$ cat src/pkg/prs_pkg.sv
// prs_pkg: constants, states and carrier types of the power, reset and park sequencer.
// assumes a single 200 MHz core clock with a synchronous, active-high reset.
package prs_pkg;

   // ----------------------------------------------------------------
   // clock and timing
   // ----------------------------------------------------------------
   localparam int CLK_PERIOD_NS = 5;    // core clock period
   localparam int FILT_NS       = 150;  // slow edge the park filter must ride out
   // least time: round up; the filter switches one cycle after the count reaches it, so a 150 ns wobble never passes
   localparam int FILT_CYC      = (FILT_NS + CLK_PERIOD_NS - 1) / CLK_PERIOD_NS;
   localparam int PARK_US       = 500;  // longest park duration
   // longest time: round down
   localparam int PARK_CYC      = (PARK_US * 1000) / CLK_PERIOD_NS;

   // ----------------------------------------------------------------
   // configuration flash read
   // ----------------------------------------------------------------
   localparam int        SPI_DIV    = 6;        // 200 MHz / 6 = 33.3 MHz serial clock
   localparam logic [2:0] SPI_LAST  = 3'h5;     // last divider phase
   localparam logic [2:0] SPI_HIGH  = 3'h3;     // first phase with clock high
   localparam logic [7:0] FAST_RD   = 8'h0b;    // fast read opcode
   localparam logic [23:0] CFG_ADDR = 24'h000000; // start of configuration image
   localparam logic [7:0] DUMMY     = 8'h00;    // dummy byte content
   localparam int        HDR_BITS   = 40;       // opcode, address, dummy
   localparam int        CFG_BYTES  = 4;        // configuration bytes read
   localparam logic [6:0] HDR_LAST  = 7'(HDR_BITS - 1);
   localparam logic [6:0] BIT_LAST  = 7'(HDR_BITS + 8 * CFG_BYTES - 1);

   // ----------------------------------------------------------------
   // states and carriers
   // ----------------------------------------------------------------
   typedef enum logic [2:0] {ST_PLL_WAIT, ST_SHIFT, ST_READY, ST_PARK, ST_PARKED} prs_state_e;

   // one configuration byte handed to the rest of the controller
   typedef struct packed {
      logic [7:0] index;
      logic [7:0] data;
   } prs_cfg_s;

   // outputs that float during reset
   typedef struct packed {
      logic mirror_power_enable;
      logic led_driver_on;
      logic led_select_lo;
      logic led_select_hi;
      logic flash_serial_clock;
      logic flash_serial_out;
      logic flash_chip_select_n;
   } prs_pins_s;

endpackage : prs_pkg

$ cat src/core/prs_park_seq.sv
// prs_park_seq: power-up initialisation, reset release, busy status and park sequence.
// assumes the external reset and park level come from a power monitor; pll lock from
// the on-chip pll; the flash data pin is asynchronous to the core clock.
`timescale 1ns/100ps
module prs_park_seq #(
   parameter int PARK_CYCLES = prs_pkg::PARK_CYC  // park duration, shorten in simulation
) (
   input  wire logic              i_mclk,                 // core clock, 200 MHz
   input  wire logic              i_rst,                  // synchronous reset, active high
   input  wire logic              i_park,                 // power good, low asks to park
   input  wire logic              i_pll_locked,           // pll lock from this clock domain
   input  wire logic              i_flash_serial_in,      // flash data pin, asynchronous
   output logic                   o_init_status_pin,      // high while auto-init busy
   output prs_pkg::prs_pins_s     o_pins,                 // floating output group
   output logic                   o_pins_oe,              // enable for the whole group
   output logic                   o_cfg_valid,            // one-cycle byte strobe
   output prs_pkg::prs_cfg_s      o_cfg,                  // configuration byte
   output logic                   o_park_done             // park finished, level
);

   // ----------------------------------------------------------------
   // park input synchroniser and filter
   // ----------------------------------------------------------------
   logic                park_s1_reg;        // first stage, read only by second
   logic                park_s2_reg;        // synchronised park
   logic                park_filt_reg;      // filtered park
   logic                park_filt_next;
   logic [5:0]          filt_cnt_reg;       // cycles park has disagreed
   logic [5:0]          filt_cnt_next;
   logic                din_s1_reg;         // flash data, first stage
   logic                din_s2_reg;         // flash data, synchronised

   // filter next state
   always_comb
   begin
      park_filt_next = park_filt_reg;
      filt_cnt_next  = 6'h00;
      if (park_s2_reg != park_filt_reg)
      begin
         if (filt_cnt_reg == 6'(prs_pkg::FILT_CYC))
            // disagreed longer than the slow-edge window
            park_filt_next = park_s2_reg;
         else
            filt_cnt_next = filt_cnt_reg + 6'h01;
      end
   end

   // synchronisers and filter registers
   always_ff @(posedge i_mclk)
   begin
      if (i_rst)
      begin
         park_s1_reg   <= 1'b0;
         park_s2_reg   <= 1'b0;
         park_filt_reg <= 1'b0;
         filt_cnt_reg  <= 6'h00;
         din_s1_reg    <= 1'b0;
         din_s2_reg    <= 1'b0;
      end
      else
      begin
         // two stages before the filter looks
         park_s1_reg   <= i_park;
         park_s2_reg   <= park_s1_reg;
         park_filt_reg <= park_filt_next;
         filt_cnt_reg  <= filt_cnt_next;
         din_s1_reg    <= i_flash_serial_in;
         din_s2_reg    <= din_s1_reg;
      end
   end

   // ----------------------------------------------------------------
   // sequencer and flash reader
   // ----------------------------------------------------------------
   prs_pkg::prs_state_e state_reg, state_next;
   logic [2:0]          div_reg, div_next;          // serial clock phase
   logic [6:0]          bit_reg, bit_next;          // bit being transferred
   logic [39:0]         sh_reg, sh_next;            // outgoing header
   logic [7:0]          rx_reg, rx_next;            // incoming byte
   logic [16:0]         park_cnt_reg, park_cnt_next; // park elapsed cycles
   logic                armed_reg, armed_next;      // park seen high once
   logic                busy_reg, busy_next;
   logic                oe_reg, oe_next;
   logic                done_reg, done_next;
   logic                cfg_valid_reg, cfg_valid_next;
   prs_pkg::prs_cfg_s   cfg_reg, cfg_next;
   prs_pkg::prs_pins_s  pins_reg, pins_next;

   // next-state logic for the whole sequence
   always_comb
   begin
      state_next     = state_reg;
      div_next       = div_reg;
      bit_next       = bit_reg;
      sh_next        = sh_reg;
      rx_next        = rx_reg;
      park_cnt_next  = park_cnt_reg;
      armed_next     = armed_reg | park_filt_reg;
      cfg_valid_next = 1'b0;
      cfg_next       = cfg_reg;
      pins_next      = pins_reg;
      case (state_reg)
         // wait for lock before touching the flash
         prs_pkg::ST_PLL_WAIT:
         begin
            if (i_pll_locked)
            begin
               // first bit goes out with chip select, clock still low
               pins_next.flash_chip_select_n = 1'b0;
               pins_next.flash_serial_out    = sh_reg[39];
               sh_next                       = {sh_reg[38:0], 1'b0};
               div_next                      = 3'h1;
               state_next                    = prs_pkg::ST_SHIFT;
            end
         end
         // mode 0: change on falling edge, sample near rising
         prs_pkg::ST_SHIFT:
         begin
            div_next = (div_reg == prs_pkg::SPI_LAST) ? 3'h0 : div_reg + 3'h1;
            pins_next.flash_serial_clock = (div_next >= prs_pkg::SPI_HIGH);
            if (div_reg == prs_pkg::SPI_LAST)
            begin
               // data is two cycles late through the synchroniser, so sample at phase end
               rx_next = {rx_reg[6:0], din_s2_reg};
               if (bit_reg > prs_pkg::HDR_LAST && bit_reg[2:0] == 3'h7)
               begin
                  cfg_valid_next = 1'b1;
                  cfg_next.data  = {rx_reg[6:0], din_s2_reg};
                  cfg_next.index = {4'h0, 4'((bit_reg - 7'(prs_pkg::HDR_BITS)) >> 3)};
               end
               if (bit_reg == prs_pkg::BIT_LAST)
               begin
                  pins_next.flash_chip_select_n = 1'b1;
                  pins_next.flash_serial_clock  = 1'b0;
                  state_next                    = prs_pkg::ST_READY;
               end
               else
               begin
                  pins_next.flash_serial_out = sh_reg[39];
                  sh_next                    = {sh_reg[38:0], 1'b0};
                  bit_next                   = bit_reg + 7'h01;
               end
            end
         end
         // normal operation, leds may run
         prs_pkg::ST_READY:
         begin
            pins_next.led_driver_on = 1'b1;
         end
         prs_pkg::ST_PARK:
         begin
            pins_next.led_driver_on = 1'b0;
            park_cnt_next           = park_cnt_reg + 17'h00001;
            if (park_cnt_reg == 17'(PARK_CYCLES - 1))
            begin
               // mirror power enable falls at end of park
               pins_next.mirror_power_enable = 1'b0;
               state_next                    = prs_pkg::ST_PARKED;
            end
         end
         default:
         begin
            pins_next.led_driver_on = 1'b0;
         end
      endcase
      // park request overrides init and normal operation
      if (armed_reg && !park_filt_reg && state_reg != prs_pkg::ST_PARK
          && state_reg != prs_pkg::ST_PARKED)
      begin
         pins_next.flash_chip_select_n = 1'b1;
         pins_next.flash_serial_clock  = 1'b0;
         pins_next.led_driver_on       = 1'b0;
         park_cnt_next                 = 17'h00000;
         state_next                    = prs_pkg::ST_PARK;
      end
      // busy while the init routine runs
      busy_next = (state_next == prs_pkg::ST_PLL_WAIT) || (state_next == prs_pkg::ST_SHIFT);
      oe_next   = 1'b1;
      done_next = (state_next == prs_pkg::ST_PARKED);
   end

   // sequencer registers
   always_ff @(posedge i_mclk)
   begin
      if (i_rst)
      begin
         state_reg     <= prs_pkg::ST_PLL_WAIT;
         div_reg       <= 3'h0;
         bit_reg       <= 7'h00;
         sh_reg        <= {prs_pkg::FAST_RD, prs_pkg::CFG_ADDR, prs_pkg::DUMMY};
         rx_reg        <= 8'h00;
         park_cnt_reg  <= 17'h00000;
         armed_reg     <= 1'b0;
         busy_reg      <= 1'b0;
         done_reg      <= 1'b0;
         cfg_valid_reg <= 1'b0;
         cfg_reg       <= '0;
         // floated group disabled, idle values behind it
         oe_reg        <= 1'b0;
         pins_reg      <= '{mirror_power_enable: 1'b1, flash_chip_select_n: 1'b1,
                            default: 1'b0};
      end
      else
      begin
         state_reg     <= state_next;
         div_reg       <= div_next;
         bit_reg       <= bit_next;
         sh_reg        <= sh_next;
         rx_reg        <= rx_next;
         park_cnt_reg  <= park_cnt_next;
         armed_reg     <= armed_next;
         busy_reg      <= busy_next;
         done_reg      <= done_next;
         cfg_valid_reg <= cfg_valid_next;
         cfg_reg       <= cfg_next;
         oe_reg        <= oe_next;
         pins_reg      <= pins_next;
      end
   end

   // ----------------------------------------------------------------
   // outputs, all from flip-flops
   // ----------------------------------------------------------------
   assign o_init_status_pin = busy_reg;
   assign o_pins            = pins_reg;
   assign o_pins_oe         = oe_reg;
   assign o_cfg_valid       = cfg_valid_reg;
   assign o_cfg             = cfg_reg;
   assign o_park_done       = done_reg;

   // ----------------------------------------------------------------
   // assertions
   // ----------------------------------------------------------------
   busy_rise_a: assert property (@(posedge i_mclk) $fell(i_rst) |=> o_init_status_pin)
      else $error("busy not high after reset release");
   busy_fall_a: assert property (@(posedge i_mclk) disable iff (i_rst)
      $fell(o_init_status_pin) |-> state_reg != prs_pkg::ST_SHIFT && $past(bit_reg) ==
      prs_pkg::BIT_LAST || state_reg == prs_pkg::ST_PARK)
      else $error("busy fell before load finished");
   float_rst_a: assert property (@(posedge i_mclk) $past(i_rst) |-> !o_pins_oe)
      else $error("group driven during reset");
   stat_rst_a: assert property (@(posedge i_mclk) $past(i_rst) |->
      !o_init_status_pin && !o_cfg_valid && !o_park_done)
      else $error("status active during reset");
   filt_hold_a: assert property (@(posedge i_mclk) disable iff (i_rst)
      $changed(park_filt_reg) |-> $past(filt_cnt_reg) == 6'(prs_pkg::FILT_CYC))
      else $error("park changed before filter window");
   sync_path_a: assert property (@(posedge i_mclk) disable iff (i_rst)
      $changed(park_filt_reg) |-> park_filt_reg == $past(park_s2_reg))
      else $error("filter followed unsynchronised park");
   pll_first_a: assert property (@(posedge i_mclk) disable iff (i_rst)
      $fell(o_pins.flash_chip_select_n) |-> $past(i_pll_locked))
      else $error("flash read before pll lock");
   opcode_a: assert property (@(posedge i_mclk) disable iff (i_rst)
      $fell(o_pins.flash_chip_select_n) |-> o_pins.flash_serial_out == prs_pkg::FAST_RD[7]
      && sh_reg[39:33] == prs_pkg::FAST_RD[6:0])
      else $error("read does not start with fast read opcode");
   spi_mode0_a: assert property (@(posedge i_mclk) disable iff (i_rst)
      o_pins.flash_chip_select_n |-> !o_pins.flash_serial_clock)
      else $error("serial clock not idle low");
   park_len_a: assert property (@(posedge i_mclk) disable iff (i_rst)
      state_reg == prs_pkg::ST_PARK |-> park_cnt_reg < 17'(PARK_CYCLES))
      else $error("park exceeded its time");
   pwr_drop_a: assert property (@(posedge i_mclk) disable iff (i_rst)
      $rose(o_park_done) |-> !o_pins.mirror_power_enable && $past(o_pins.mirror_power_enable))
      else $error("mirror power enable not dropped with park end");

endmodule // prs_park_seq

$ cat config.mk
export PLATFORM = sky130hd
export DESIGN_NAME = prs_park_seq
export DESIGN_NICKNAME = d
export VERILOG_FILES = /design/src/pkg/prs_pkg.sv /design/src/core/prs_park_seq.sv
export SDC_FILE = /design/constraint.sdc
export NUM_CORES = 1
export LEC_CHECK = 0
export ABC_AREA = 1
export ABC_CLOCK_PERIOD_IN_PS = 1400
export BUFFER_PORTS_ARGS = -buffer_cell sky130_fd_sc_hd__clkbuf_2
export CAP_MARGIN = 30
export CORE_UTILIZATION = 40
export DETAILED_ROUTE_END_ITERATION = 10
export PLACE_DENSITY = 0.61
export SYNTH_ARGS = -nofsm -noshare
export SYNTH_HDL_FRONTEND = slang
export SYNTH_SLANG_ARGS = --single-unit
$ cat constraint.sdc
create_clock -name i_mclk -period 1.4 [get_ports i_mclk]
set_input_delay 0.07 -clock i_mclk [delete_from_list [all_inputs] [get_ports i_mclk]]
set_output_delay 0.07 -clock i_mclk [all_outputs]
set_load 0.01 [all_outputs]
; ---- Word level (Yosys, flattened, before mapping)
; Index checks and enable logic that the tools add are counted.
; Widths: inputs -> output; s select.
[totals]
register_bits = 110
latch_bits = 0
mem_bits_rw = 0
mem_bits_ro = 0
out_inout_bits = 27
word_cells = 96
memories = 0
[classes]
add_sub_neg = 5
multipliers = 0
div_mod_pow = 0
n_lt_le_gt_ge = 2
eq_ne = 17
shift = 0
mux = 22
bitwise = 5
reduce_logical = 21
[op_table]
columns = operator, n
row1 = $mux 40, 3
row2 = $pmux 40 s2, 1
row3 = $mux 3, 8
row4 = $add 17x1->17 const B, 1
row5 = $eq 17x17->1 const B, 1
row6 = $eq 3x3->1 const B, 3
row7 = $pmux 3 s3, 1
row8 = $ne 2x2->1 const B, 4
row9 = $reduce_and 2->1, 4
row10 = $reduce_and 4->1, 2
row11 = $add 7x1->7 const B, 1
row12 = $eq 7x7->1 const B, 1
row13 = $gt 7x6->1 const B, 1
row14 = $sub 7x6->7 const B, 1
row15 = $add 6x1->6 const B, 1
row16 = $eq 3x1->1 const B, 2
row17 = $eq 3x2->1 const B, 2
row18 = $eq 6x5->1 const B, 1
row19 = $logic_not 3->1, 2
row20 = $pmux 3 s2, 1
row21 = $reduce_and 3->1, 2
row22 = $reduce_or 3->1, 2
row23 = $mux 1, 5
row24 = $logic_and 1x1->1, 4
row25 = 14 further kinds, 18

; ---- Logic depth before layout (Yosys ltp)
; Gate-level depths: netlist of the first run.
[logic_depth]
ltp_word = 7
mapped_depth = 11
ltp_nobuf = 11

; ---- Worst setup path after synthesis of the first run
; OpenSTA, ideal clock, no wires.
[synth_timing]
path_kind = register to register
from = register bit_reg[0]
to = register pins_reg, in the netlist o_pins[1]
setup_ps = 115
arrival_time_ps = 1390
required_time_ps = 1285
setup_slack_ps = -105
stages_incl_launch_ff = 11
cell_sequence = dfxtp_1 -> ha_1 -> nand2_1 -> inv_1 -> nand2_1 -> nor2_2 -> nor2_8 -> nor2_8 -> inv_2 -> o21ai_1 -> nor2_1
[synth_via]
elab_chain_cells = 3
[synth_lines]
columns = item, line_no
row1 = "start, declared", prs_park_seq.sv:77  ; logic [6:0] bit_reg, bit_next;
row2 = "start signal, assigned", prs_park_seq.sv:207  ; bit_reg <= bit_next;
row3 = $eq 7x7->1, prs_park_seq.sv:131  ; if (bit_reg == prs_pkg::BIT_LAST)
row4 = $ne 2x2->1 (no line), n/a
row5 = $reduce_and 4->1 (no line), n/a
row6 = "end signal, assigned", prs_park_seq.sv:200  ; pins_reg <= '{mirror_power_enable: 1'b1, flash_chip_select_n: 1'b1,
row7 = "end signal, assigned", prs_park_seq.sv:217  ; pins_reg <= pins_next;
row8 = "end, declared", prs_park_seq.sv:87  ; prs_pkg::prs_pins_s pins_reg, pins_next;
; No other way between the ends.
; A chain may end at the register's enable or synchronous reset.

; ---- Worst setup path in the final report of the first run
[layout_timing]
from = register bit_reg[1]
to = register state_reg[0]
[layout_via]
elab_chain_cells = 5
[layout_lines]
columns = item, line_no
row1 = $eq 7x7->1, prs_park_seq.sv:131
row2 = $mux 3, prs_park_seq.sv:131
row3 = $mux 3, prs_park_seq.sv:121  ; if (div_reg == prs_pkg::SPI_LAST)
row4 = $pmux 3 s3, prs_park_seq.sv:102  ; case (state_reg)
row5 = $mux 3, prs_park_seq.sv:167  ; if (armed_reg && !park_filt_reg && state_reg != prs_pkg::ST_PARK
row6 = "end signal, assigned", prs_park_seq.sv:187  ; state_reg <= prs_pkg::ST_PLL_WAIT;
row7 = "end signal, assigned", prs_park_seq.sv:205  ; state_reg <= state_next;
row8 = "end, declared", prs_park_seq.sv:75  ; prs_pkg::prs_state_e state_reg, state_next;
; No other way between the ends.

==> Implementation_results.wiki, run 1 <==
{| class="wikitable"
! Metric !! Value
|-
| Via count || 3213
|-
| Initial Utilization || 42.2%
|-
| Number of flops mapped to enable cells by yosys || 0
|-
| Total of endpoints with negative setup slack in the final report || 9
|-
| Count of maximum capacitance violations || 0
|-
| First-pass GRT wire length || 12500 um
|-
| Cell area power density || 899 mW/mm2
|-
| Synth Register Bits || 78
|-
| Clock tree root buffer cell || sky130_fd_sc_hd__clkbuf_8
|-
| Number of clock buffers inserted by TritonCTS || 9
|-
| Number of buffers between clock root and the deepest sink || 2
|-
| Setup Slack @ Placement || -125 ps
|-
| Final WS setup || -36.7 ps
|-
| Area of all sequential standard cells || 0.00158 mm2
|-
| Fraction of post-synthesis cell area in the top cell type by area || 44.4%
|-
| Worst reg-to-reg path cell count || 10
|-
| Post-synthesis instance area || 0.00352 mm2
|-
| Starting DRC count in detailed routing || 67
|-
| I/O Pins || 32
|-
| Placed Instances || 643
|-
| Worst hold-check path type || in -> reg
|-
| Kind of critical path || reg -> reg
|-
| Maximum level of the CTS H-tree || 3
|-
| Number of diodes added for antenna fixing || 0
|-
| Cell type with the largest total area after synthesis || sky130_fd_sc_hd__dfxtp_1
|-
| Core Footprint || 0.00834 mm2
|-
| Sort of element at the start of the critical path || register
|-
| Sequential cell area fraction in the yosys report || 44.4%
|-
| Placer Congestion || 0.862
|-
| Worst clock skew on the final layout || 8.13 ps
|-
| Setup crit end kind || register
|-
| Violations in the final reports || negative setup slack
|-
| Drt pass-1 iters || 4
|-
| CTS tree || yes
|-
| Multi-input combinational cell area || 0.00192 mm2
|-
| Final Routed Wirelength || 7840 um
|-
| Max reg flops || 17
|-
| Setup repair after global routing missed its margin || yes
|-
| GR Overflow Total || 0
|-
| Die width || 95.8 um
|-
| Overall die area || 0.00917 mm2
|-
| Max rail drop VDD || 0.744 mV
|-
| Number of nets in the layout || 576
|-
| Clock period minus worst slack || 1440 ps
|-
| Number of global-route vias before repair || 2915
|-
| Pins Over Slew Limit || 0
|-
| Number of cells in the finished layout apart from fillers || 673
|-
| Unique cell type count in the Yosys netlist || 37
|-
| Required time of the critical path || 1660 ps
|-
| Largest fanout on the critical path || 3
|-
| Post-detailed-route DRC marker count || 0
|-
| Count of standard-cell rows || 33
|-
| Number of hold violations in the final report || 0
|-
| Arrival @ worst endpoint || 1690 ps
|-
| Syn. warnings || 0
|-
| Aggregate global-route resource usage || 17.5%
|-
| Core Util, Final || 56.6%
|-
| Cell count after synthesis || 476
|-
| Port-buffer cells || 25
|-
| Remaining number of nets flagged by the antenna check after routing || 0
|-
| Pin count of the biggest net entering global routing || 39
|-
| Proportion of layout cells with a drive suffix above 1 || 33.5%
|-
| Syn avg cell area || 7.39 um2
|-
| Skew-Pair Late Insertion Delay || 360 ps
|-
| Chip Height || 95.8 um
|-
| Placed cell area || 0.00406 mm2
|-
| Number of cells traversed by the worst hold path || 3
|-
| Async SR Flop Fraction || 0%
|-
| Most area-consuming cells after synthesis || sky130_fd_sc_hd__dfxtp_1, sky130_fd_sc_hd__nand2_1, sky130_fd_sc_hd__nor2_1
|-
| Finished Cell Area || 0.00472 mm2
|-
| Maximum clock frequency || 696 MHz
|-
| Sinks on the clock net || 78
|-
| Drt wl/cell || 11.6 um
|-
| Number of antenna violations at the first check in global routing || 0
|-
| Tcrit/Tclk final || 103%
|-
| Clock transition at the registers of the reported paths || 90 ps
|-
| Via-to-Cell Ratio || 4.77
|-
| Detailed Place HPWL || 5420 um
|-
| Leakage component of the power || 0.00207 uW
|-
| Dominant synthesized flop cell || sky130_fd_sc_hd__dfxtp_1
|-
| Layout area overhead || 34.4%
|-
| Filler instances || 804
|-
| Outcome || complete, but fails checks
|}
-- synthesized netlist by cell type, drive strengths merged, types with 2 or more instances --
cell type  number
a21oi          27
buf            11
clkbuf          4
dfxtp          78
ha              8
inv            59
nand2         102
nand3          37
nand4           8
nor2           82
nor3           12
o211ai          2
o21a            2
o21ai          30
xnor2           2
xor2            5
-- final cells by class --
cell class                      count  area share, %
Clock inverter                      7           1.72
Multi-Input combinational cell    330           40.7
Clock buffer                        9           2.62
Inverter                           60           5.08
Tap cell                          105           2.78
Sequential cell                    78           33.5
Timing Repair Buffer               84           13.6
-- kinds of logic (layout without fill, tap and decap cells) --
group / Yosys count / in the layout / share of synthesized area [%]
buffers and inverters: 75 / 160 / 9.32
adder cells (fa/ha/maj): 8 / 8 / 2.85
AND/OR/NAND/NOR: 245 / 247 / 32.0
other: 1 / 6 / 0.107
flip-flops: 78 / 78 / 44.4
XOR/XNOR: 7 / 7 / 1.74
AO/OA/AOI/OAI: 62 / 62 / 9.57
-- per-stage QoR --
step	hold WS [ps]	power, uW	setup TNS (ps)
finish	119	4250	-169
detailed placement	267	2540	-1330
global placement	268	2530	-636
CTS	96.6	4300	-112
floorplan	177	2480	-50.8
global route	128	4420	-2450
-- path summary, 6_finish.rpt --
kind,startpoint,endpoint,slack [ps]
setup reg to reg,bit_reg[1]$_SDFFE_PP0P_,state_reg[0]$_SDFF_PP0_,-40
hold / removal,i_rst,din_s2_reg$_SDFF_PP0_,120
setup / recovery,bit_reg[1]$_SDFFE_PP0P_,state_reg[0]$_SDFF_PP0_,-40
hold reg to reg,park_s1_reg$_SDFF_PP0_,park_s2_reg$_SDFF_PP0_,400
-- layer usage --
metal  GRT usage, %  wire length [um]  up-vias
met4           6.34                95        0
met5              0                 0        -
met3           4.27               224       10
li1               -                 -     1683
met2           29.9              3860       48
met1           21.4              3660     1472
-- layout by cell type, fill, tap and decap left out, types with 3 or more instances in the layout --
cell / n
sky130_fd_sc_hd__a21oi_2: 6
sky130_fd_sc_hd__nor2_2: 10
sky130_fd_sc_hd__nand2_2: 12
sky130_fd_sc_hd__nand3_1: 30
sky130_fd_sc_hd__a21oi_1: 21
sky130_fd_sc_hd__nor3_1: 9
sky130_fd_sc_hd__xor2_1: 5
sky130_fd_sc_hd__clkbuf_2: 25
sky130_fd_sc_hd__nand2_4: 7
sky130_fd_sc_hd__nor2_8: 3
sky130_fd_sc_hd__o21ai_1: 3
sky130_fd_sc_hd__inv_2: 10
sky130_fd_sc_hd__dfxtp_1: 65
sky130_fd_sc_hd__clkinv_4: 3
sky130_fd_sc_hd__dfxtp_2: 11
sky130_fd_sc_hd__nor2_4: 9
sky130_fd_sc_hd__conb_1: 6
sky130_fd_sc_hd__nor2_1: 61
sky130_fd_sc_hd__inv_1: 44
sky130_fd_sc_hd__buf_4: 46
sky130_fd_sc_hd__buf_6: 8
sky130_fd_sc_hd__buf_12: 3
sky130_fd_sc_hd__nand2_1: 83
sky130_fd_sc_hd__o21ai_0: 26
sky130_fd_sc_hd__nand4_1: 8
sky130_fd_sc_hd__ha_1: 6
sky130_fd_sc_hd__nand3_4: 5
sky130_fd_sc_hd__inv_6: 3
sky130_fd_sc_hd__clkbuf_8: 9
sky130_fd_sc_hd__nor3_2: 3
sky130_fd_sc_hd__inv_4: 4
-- timing repair --
item,4_1_cts,5_1_grt
setup endpoints to repair,33,55
gates resized for setup,15,83
buffers inserted,4,8
cloned,1,1
hold endpoints to repair,2,0
pin swaps,5,13
hold buffers,2,0
-- critical path: stages (launching register included) --
cell and delay, ps:
sky130_fd_sc_hd__dfxtp_2 360, sky130_fd_sc_hd__ha_4 160, sky130_fd_sc_hd__nand2_4 60, sky130_fd_sc_hd__inv_4 70, sky130_fd_sc_hd__nand2_4 50, sky130_fd_sc_hd__nor2_4 180, sky130_fd_sc_hd__nand2_2 100, sky130_fd_sc_hd__a21oi_2 130
sky130_fd_sc_hd__nand4_1 120, sky130_fd_sc_hd__nand2_1 80, sky130_fd_sc_hd__inv_1 40
-- power by group --
part / internal, uW / switching, uW
clock: 845 / 892
sequential: 2260 / 30.4
combinational: 86.4 / 138
total: 3190 / 1060
Note: power is estimated with default switching activity, not from simulation.
==> inputs of run 2 (changes only) <==
--- a/config.mk
+++ b/config.mk
@@ -6,12 +6,12 @@
 export NUM_CORES = 1
 export LEC_CHECK = 0
 export ABC_AREA = 1
-export ABC_CLOCK_PERIOD_IN_PS = 1400
+export ABC_CLOCK_PERIOD_IN_PS = 1500
 export BUFFER_PORTS_ARGS = -buffer_cell sky130_fd_sc_hd__clkbuf_2
 export CAP_MARGIN = 30
 export CORE_UTILIZATION = 40
 export DETAILED_ROUTE_END_ITERATION = 10
-export PLACE_DENSITY = 0.61
+export PLACE_DENSITY = 0.58
 export SYNTH_ARGS = -nofsm -noshare
 export SYNTH_HDL_FRONTEND = slang
 export SYNTH_SLANG_ARGS = --single-unit
==> constraint.sdc (replaced) <==
create_clock -name i_mclk -period 1.5 [get_ports i_mclk]
set_input_delay 0.075 -clock i_mclk [delete_from_list [all_inputs] [get_ports i_mclk]]
set_output_delay 0.075 -clock i_mclk [all_outputs]
set_load 0.01 [all_outputs]
==> run 2 against run 1 <==
- the run now ends clean
- worst setup slack improved by 48 ps
- hold slack improved by 48 ps
- register-to-register slack improved by 50 ps
- largest power group unchanged
- highest routed layer unchanged
==> Implementation_results.wiki, run 2 (same netlist as run 1, synthesis figures left out) <==
{| class="wikitable"
! Metric !! Value
|-
| Via count || 3047
|-
| Aggregate global-route resource usage || 17.5%
|-
| Worst reg-to-reg path cell count || 9
|-
| Sort of element at the start of the critical path || register
|-
| I/O Pins || 32
|-
| Placer Congestion || 0.872
|-
| Worst clock skew on the final layout || 10.0 ps
|-
| Cell with the biggest individual delay on the critical path || sky130_fd_sc_hd__dfxtp_2
|-
| Overall die area || 0.00917 mm2
|-
| Number of antenna violations at the first check in global routing || 0
|-
| Drt wl/cell || 11.4 um
|-
| Most frequent standard cell in the layout excluding fill and tap cells || sky130_fd_sc_hd__nand2_1
|-
| Number of buffers between clock root and the deepest sink || 2
|-
| Final Routed Wirelength || 7490 um
|-
| Number of clock buffers inserted by TritonCTS || 9
|-
| Required time of the critical path || 1790 ps
|-
| Overall Power || 4090 uW
|-
| Number of nets in the layout || 561
|-
| Min-Delay Endpoint || o_pins[0]$_SDFFE_PP1P_
|-
| Top library cells by usage in the layout, fill and taps aside || sky130_fd_sc_hd__nand2_1, sky130_fd_sc_hd__nor2_1, sky130_fd_sc_hd__dfxtp_1
|-
| Remaining number of nets flagged by the antenna check after routing || 0
|-
| Tcrit/Tclk final || 99.2%
|-
| Filler instances || 801
|-
| Setup repair after global routing missed its margin || yes
|-
| Clock transition at the registers of the reported paths || 80 ps
|-
| Clock period minus worst slack || 1490 ps
|-
| Fin Setup TNS || 0 ps
|-
| Largest fanout on the critical path || 8
|-
| Number of cells in the finished layout apart from fillers || 658
|-
| Placed Instances || 622
|-
| Post-detailed-route DRC marker count || 0
|-
| Most used cell along the critical path || sky130_fd_sc_hd__nand2_1
|-
| Pins Over Slew Limit || 0
|-
| Max reg flops || 17
|-
| CTS tree || yes
|-
| Maximum clock frequency || 672 MHz
|-
| Leakage component of the power || 0.00197 uW
|-
| Sinks on the clock net || 78
|-
| Number of diodes added for antenna fixing || 0
|-
| Setup slack of the most critical reg-to-reg path || 10 ps
|-
| Worst hold-check path type || in -> reg
|-
| Launch point of the worst hold path || i_pll_locked
|-
| Worst reg2reg path endpoint || o_cfg[0]$_SDFFE_PP0P_
|-
| Chip Height || 95.8 um
|-
| Count of standard-cell rows || 33
|-
| Min Hold Slack || 168 ps
|-
| R2R Path Start || bit_reg[1]$_SDFFE_PP0P_
|-
| Number of global-route vias before repair || 2782
|-
| Count of maximum capacitance violations || 0
|-
| Core Footprint || 0.00834 mm2
|-
| Drt pass-1 iters || 4
|-
| Number of cells traversed by the worst hold path || 4
|-
| Pin count of the biggest net entering global routing || 42
|-
| Skew-Pair Late Insertion Delay || 340 ps
|-
| Starting DRC count in detailed routing || 118
|-
| Kind of critical path || reg -> reg
|-
| Max rail drop VDD || 0.700 mV
|-
| Setup crit end kind || register
|-
| Via-to-Cell Ratio || 4.63
|-
| Arrival @ worst endpoint || 1780 ps
|-
| GR Overflow Total || 0
|-
| Initial Utilization || 42.2%
|-
| Number of hold violations in the final report || 0
|-
| List of cells traversed by the critical path || ha_4 -> nand2_4 -> inv_4 -> buf_6 -> o211ai_4 -> nand2_8 -> nor2_8 -> nand2_1 -> nand2_1
|-
| Cell area power density || 911 mW/mm2
|-
| Total of endpoints with negative setup slack in the final report || 0
|-
| Proportion of layout cells with a drive suffix above 1 || 26.6%
|-
| Outcome || completed
|-
| Layout area overhead || 27.7%
|-
| Port-buffer cells || 25
|-
| Detailed Place HPWL || 5040 um
|-
| Delay of the slowest cell on the worst path || 340 ps
|-
| Die width || 95.8 um
|-
| First-pass GRT wire length || 12400 um
|-
| Clock tree root buffer cell || sky130_fd_sc_hd__clkbuf_8
|-
| Maximum level of the CTS H-tree || 3
|}
==> run 2: final cells by class <==
cell class | count | area (um2) | share of cell area (%)
multi-input cells | 329 | 1800 | 40.1
repair buffers | 70 | 514 | 11.5
clock inverters | 6 | 85.1 | 1.90
flip-flops and latches | 78 | 1580 | 35.1
clock buffers | 10 | 138 | 3.07
inverters | 60 | 245 | 5.46
well taps | 105 | 131 | 2.93
==> run 2: routing by layer <==
| metal | track usage, % | part of all wire (%) | vias to the layer above |
|---|---|---|---|
| met3 | 4.58 | 3.4 | 2 |
| met4 | 5.35 | 0.36 | 0 |
| met1 | 23.9 | 52 | 1338 |
| met5 | 0 | 0 | - |
| li1 | - | - | 1654 |
| met2 | 26.9 | 44 | 53 |
==> run 2: worst max-delay path, delay by kind of cell, from the launching register on <==
kind | cells | cell delay, ps
simple gates | 5 | 480
flops | 1 | 340
fa+ha+maj | 1 | 170
buf+inv | 2 | 150
compound gates | 1 | 290
==> run 2: where the power goes <==
| part | internal (uW) | switching, uW |
|---|---|---|
| Sequential | 2110 | 24.5 |
| Clock | 977 | 781 |
| Combinational | 76.2 | 124 |
| Total | 3160 | 929 |
==> run 2: how the worst max path moves through the flow <==
| stage | from | end | slack (ps) |
|---|---|---|---|
| final | bit_reg[1]$_SDFFE_PP0P_ | o_cfg[0]$_SDFFE_PP0P_ | 10 |
| after global routing | bit_reg[0]$_SDFFE_PP0P_ | o_cfg[0]$_SDFFE_PP0P_ | -80 |
| after CTS | bit_reg[1]$_SDFFE_PP0P_ | o_cfg[0]$_SDFFE_PP0P_ | 0.4 |
| after detailed placement | bit_reg[0]$_SDFFE_PP0P_ | state_reg[0]$_SDFF_PP0_ | -40 |
| after global placement | bit_reg[0]$_SDFFE_PP0P_ | state_reg[0]$_SDFF_PP0_ | -20 |
| after floorplan | bit_reg[0]$_SDFFE_PP0P_ | o_pins[1]$_SDFFE_PP0P_ | 50 |
==> run 2: timing repair <==
item | in CTS | in global routing
gates cloned | 1 | 0
pin swaps | 8 | 22
endpoints found under the setup margin | 15 | 38
hold buffers | 2 | 0
endpoints found under the hold margin | 2 | 0
resized for setup | 17 | 55
buffers inserted | 12 | 6
==> run 2: stage by stage <==
step / setup WS, ps / instance area (um2) / utilization, %
global route: -80.0 / 4490 / 53.8
detailed placement: -39.3 / 3890 / 46.7
CTS: 0.432 / 4290 / 51.4
global placement: -17.1 / 3890 / 46.7
floorplan: 51.2 / 3540 / -
finish: 11.7 / 4490 / 53.8
==> inputs of run 3 (changes only) <==
--- a/config.mk
+++ b/config.mk
@@ -9,9 +9,9 @@
 export ABC_CLOCK_PERIOD_IN_PS = 1500
 export BUFFER_PORTS_ARGS = -buffer_cell sky130_fd_sc_hd__clkbuf_2
 export CAP_MARGIN = 30
-export CORE_UTILIZATION = 40
+export CORE_UTILIZATION = 45
 export DETAILED_ROUTE_END_ITERATION = 10
-export PLACE_DENSITY = 0.58
+export PLACE_DENSITY = 0.64
 export SYNTH_ARGS = -nofsm -noshare
 export SYNTH_HDL_FRONTEND = slang
 export SYNTH_SLANG_ARGS = --single-unit
==> run 3 against run 2 <==
- hold slack worse by 6.6 ps
- first-iteration DRC count is 17% lower
- via count is 0.75% higher
- core utilization is 4.7 points higher
- combinational power is 2% higher
- clock skew is 1.2 ps higher
- register-to-register slack hardly changed
- global-route usage is 0.30 points higher
- total power is 7.3% lower
- non-clock buffer count is 9 lower
==> Implementation_results.wiki, run 3 (same netlist as run 1, synthesis figures left out) <==
{| class="wikitable"
! Metric !! Value
|-
| Final WS setup || 19.0 ps
|-
| Number of hold violations in the final report || 0
|-
| Total of endpoints with negative setup slack in the final report || 0
|-
| Core Footprint || 0.00741 mm2
|-
| Layout area overhead || 23.4%
|-
| Timing startpoint of the critical path || bit_reg[1]$_SDFFE_PP0P_
|-
| Kind of critical path || reg -> reg
|-
| Filler instances || 721
|-
| Via count || 3070
|-
| Finished Cell Area || 0.00434 mm2
|-
| Number of buffers between clock root and the deepest sink || 2
|-
| Worst hold-check path type || in -> reg
|-
| Number of diodes added for antenna fixing || 0
|-
| Number of clock buffers inserted by TritonCTS || 9
|-
| Port-buffer cells || 25
|-
| Most frequent standard cell in the layout excluding fill and tap cells || sky130_fd_sc_hd__nand2_1
|-
| Setup crit end kind || register
|-
| Setup repair after global routing missed its margin || yes
|-
| Proportion of layout cells with a drive suffix above 1 || 25.2%
|-
| Overall die area || 0.00817 mm2
|-
| List of cells traversed by the critical path || ha_4 -> nand2_4 -> buf_4 -> buf_4 -> buf_4 -> nor2_1 -> nand4_1 -> a21oi_1 -> o21a_1
|-
| Count of maximum capacitance violations || 0
|-
| Post-detailed-route DRC marker count || 0
|-
| Launch point of the worst hold path || i_rst
|-
| Most used cell along the critical path || sky130_fd_sc_hd__buf_4
|-
| Detailed Place HPWL || 4980 um
|-
| Drt pass-1 iters || 4
|-
| Min Hold Slack || 161 ps
|-
| Top library cells by usage in the layout, fill and taps aside || sky130_fd_sc_hd__nand2_1, sky130_fd_sc_hd__nor2_1, sky130_fd_sc_hd__dfxtp_1
|-
| Cell area power density || 874 mW/mm2
|-
| GR Overflow Total || 0
|-
| Maximum level of the CTS H-tree || 3
|-
| Number of antenna violations at the first check in global routing || 0
|-
| Max rail drop VDD || 0.538 mV
|-
| Number of nets in the layout || 553
|-
| Number of cells traversed by the worst hold path || 3
|-
| Clock period minus worst slack || 1480 ps
|-
| Largest fanout on the critical path || 2
|-
| Die width || 90.4 um
|-
| Placed Instances || 615
|-
| Final Routed Wirelength || 7080 um
|-
| Chip Height || 90.4 um
|-
| Tcrit/Tclk final || 98.7%
|-
| Max reg flops || 17
|-
| Leakage component of the power || 0.00192 uW
|-
| Via-to-Cell Ratio || 4.78
|-
| Drt wl/cell || 11.0 um
|-
| Placed cell area || 0.00389 mm2
|-
| Fin Setup TNS || 0 ps
|-
| Worst reg-to-reg path cell count || 9
|-
| Arrival @ worst endpoint || 1760 ps
|-
| Number of global-route vias before repair || 2718
|-
| Sinks on the clock net || 78
|-
| CTS tree || yes
|-
| Delay of the slowest cell on the worst path || 360 ps
|-
| Cell with the biggest individual delay on the critical path || sky130_fd_sc_hd__dfxtp_2
|-
| R2R Path Start || bit_reg[1]$_SDFFE_PP0P_
|-
| Worst clock skew on the final layout || 11.2 ps
|-
| Pins Over Slew Limit || 0
|-
| Starting DRC count in detailed routing || 98
|-
| Remaining number of nets flagged by the antenna check after routing || 0
|-
| I/O Pins || 32
|-
| Sort of element at the start of the critical path || register
|-
| Required time of the critical path || 1780 ps
|-
| Count of standard-cell rows || 31
|-
| Initial Utilization || 47.5%
|-
| Placer Congestion || 0.869
|-
| Pin count of the biggest net entering global routing || 28
|-
| Aggregate global-route resource usage || 17.8%
|-
| Clock tree root buffer cell || sky130_fd_sc_hd__clkbuf_8
|-
| Maximum clock frequency || 675 MHz
|-
| Skew-Pair Late Insertion Delay || 340 ps
|-
| Outcome || completed
|-
| Number of cells in the finished layout apart from fillers || 642
|-
| First-pass GRT wire length || 12000 um
|-
| Clock transition at the registers of the reported paths || 80 ps
|-
| Setup Slack @ Placement || -51.6 ps
|}
[run 3: final cells by class]
type | instances | area, um2 | area share, %
clock buffers | 9 | 124 | 2.86
clock inverters | 5 | 52.6 | 1.21
inverters | 60 | 238 | 5.48
multi-input cells | 330 | 1800 | 41.5
flip-flops and latches | 78 | 1580 | 36.3
well taps | 99 | 124 | 2.86
repair buffers | 61 | 424 | 9.78
[run 3: what timing repair did]
item,4_1_cts,5_1_grt
setup endpoints to repair,21,37
hold buffers,2,0
pin swaps,6,18
buffers inserted,6,4
gates cloned,1,1
gates resized for setup,13,47
hold endpoints to repair,2,0
[run 3: path summary, 6_finish.rpt]
path	to	slack, ps
max reg2reg	bit_reg[6]$_SDFFE_PP0P_	20
min	state_reg[2]$_SDFF_PP0_	160
max	bit_reg[6]$_SDFFE_PP0P_	20
min reg2reg	din_s2_reg$_SDFF_PP0_	400
[run 3: per-layer routing]
layer / vias up / track usage, % / wire, um
li1: 1630 / - / -
met1: 1374 / 24.3 / 3550
met2: 59 / 27.9 / 3190
met3: 7 / 3.20 / 260
met4: 0 / 6.85 / 80
met5: - / 0 / 0
[run 3: worst max-delay path: cells and delay by family, from the launching register on]
family / cells / cell delay, ps
compound gates: 2 / 270
buf+inv: 3 / 360
fa+ha+maj: 1 / 150
simple gates: 3 / 290
flops: 1 / 360
[run 3: metrics by stage]
step / total power (uW) / util (%)
floorplan: 2320 / -
global placement: 2360 / 52.5
detailed placement: 2370 / 52.5
CTS: 3820 / 56.3
global route: 3960 / 58.6
finish: 3790 / 58.6
[run 3: power by group]
part           leakage [uW]  switching (uW)  total [uW]  internal (uW)
clock             0.0000907             710        1450            741
combinational       0.00119             126         205           79.1
sequential         0.000638            26.5        2140           2110
total               0.00192             863        3790           2930
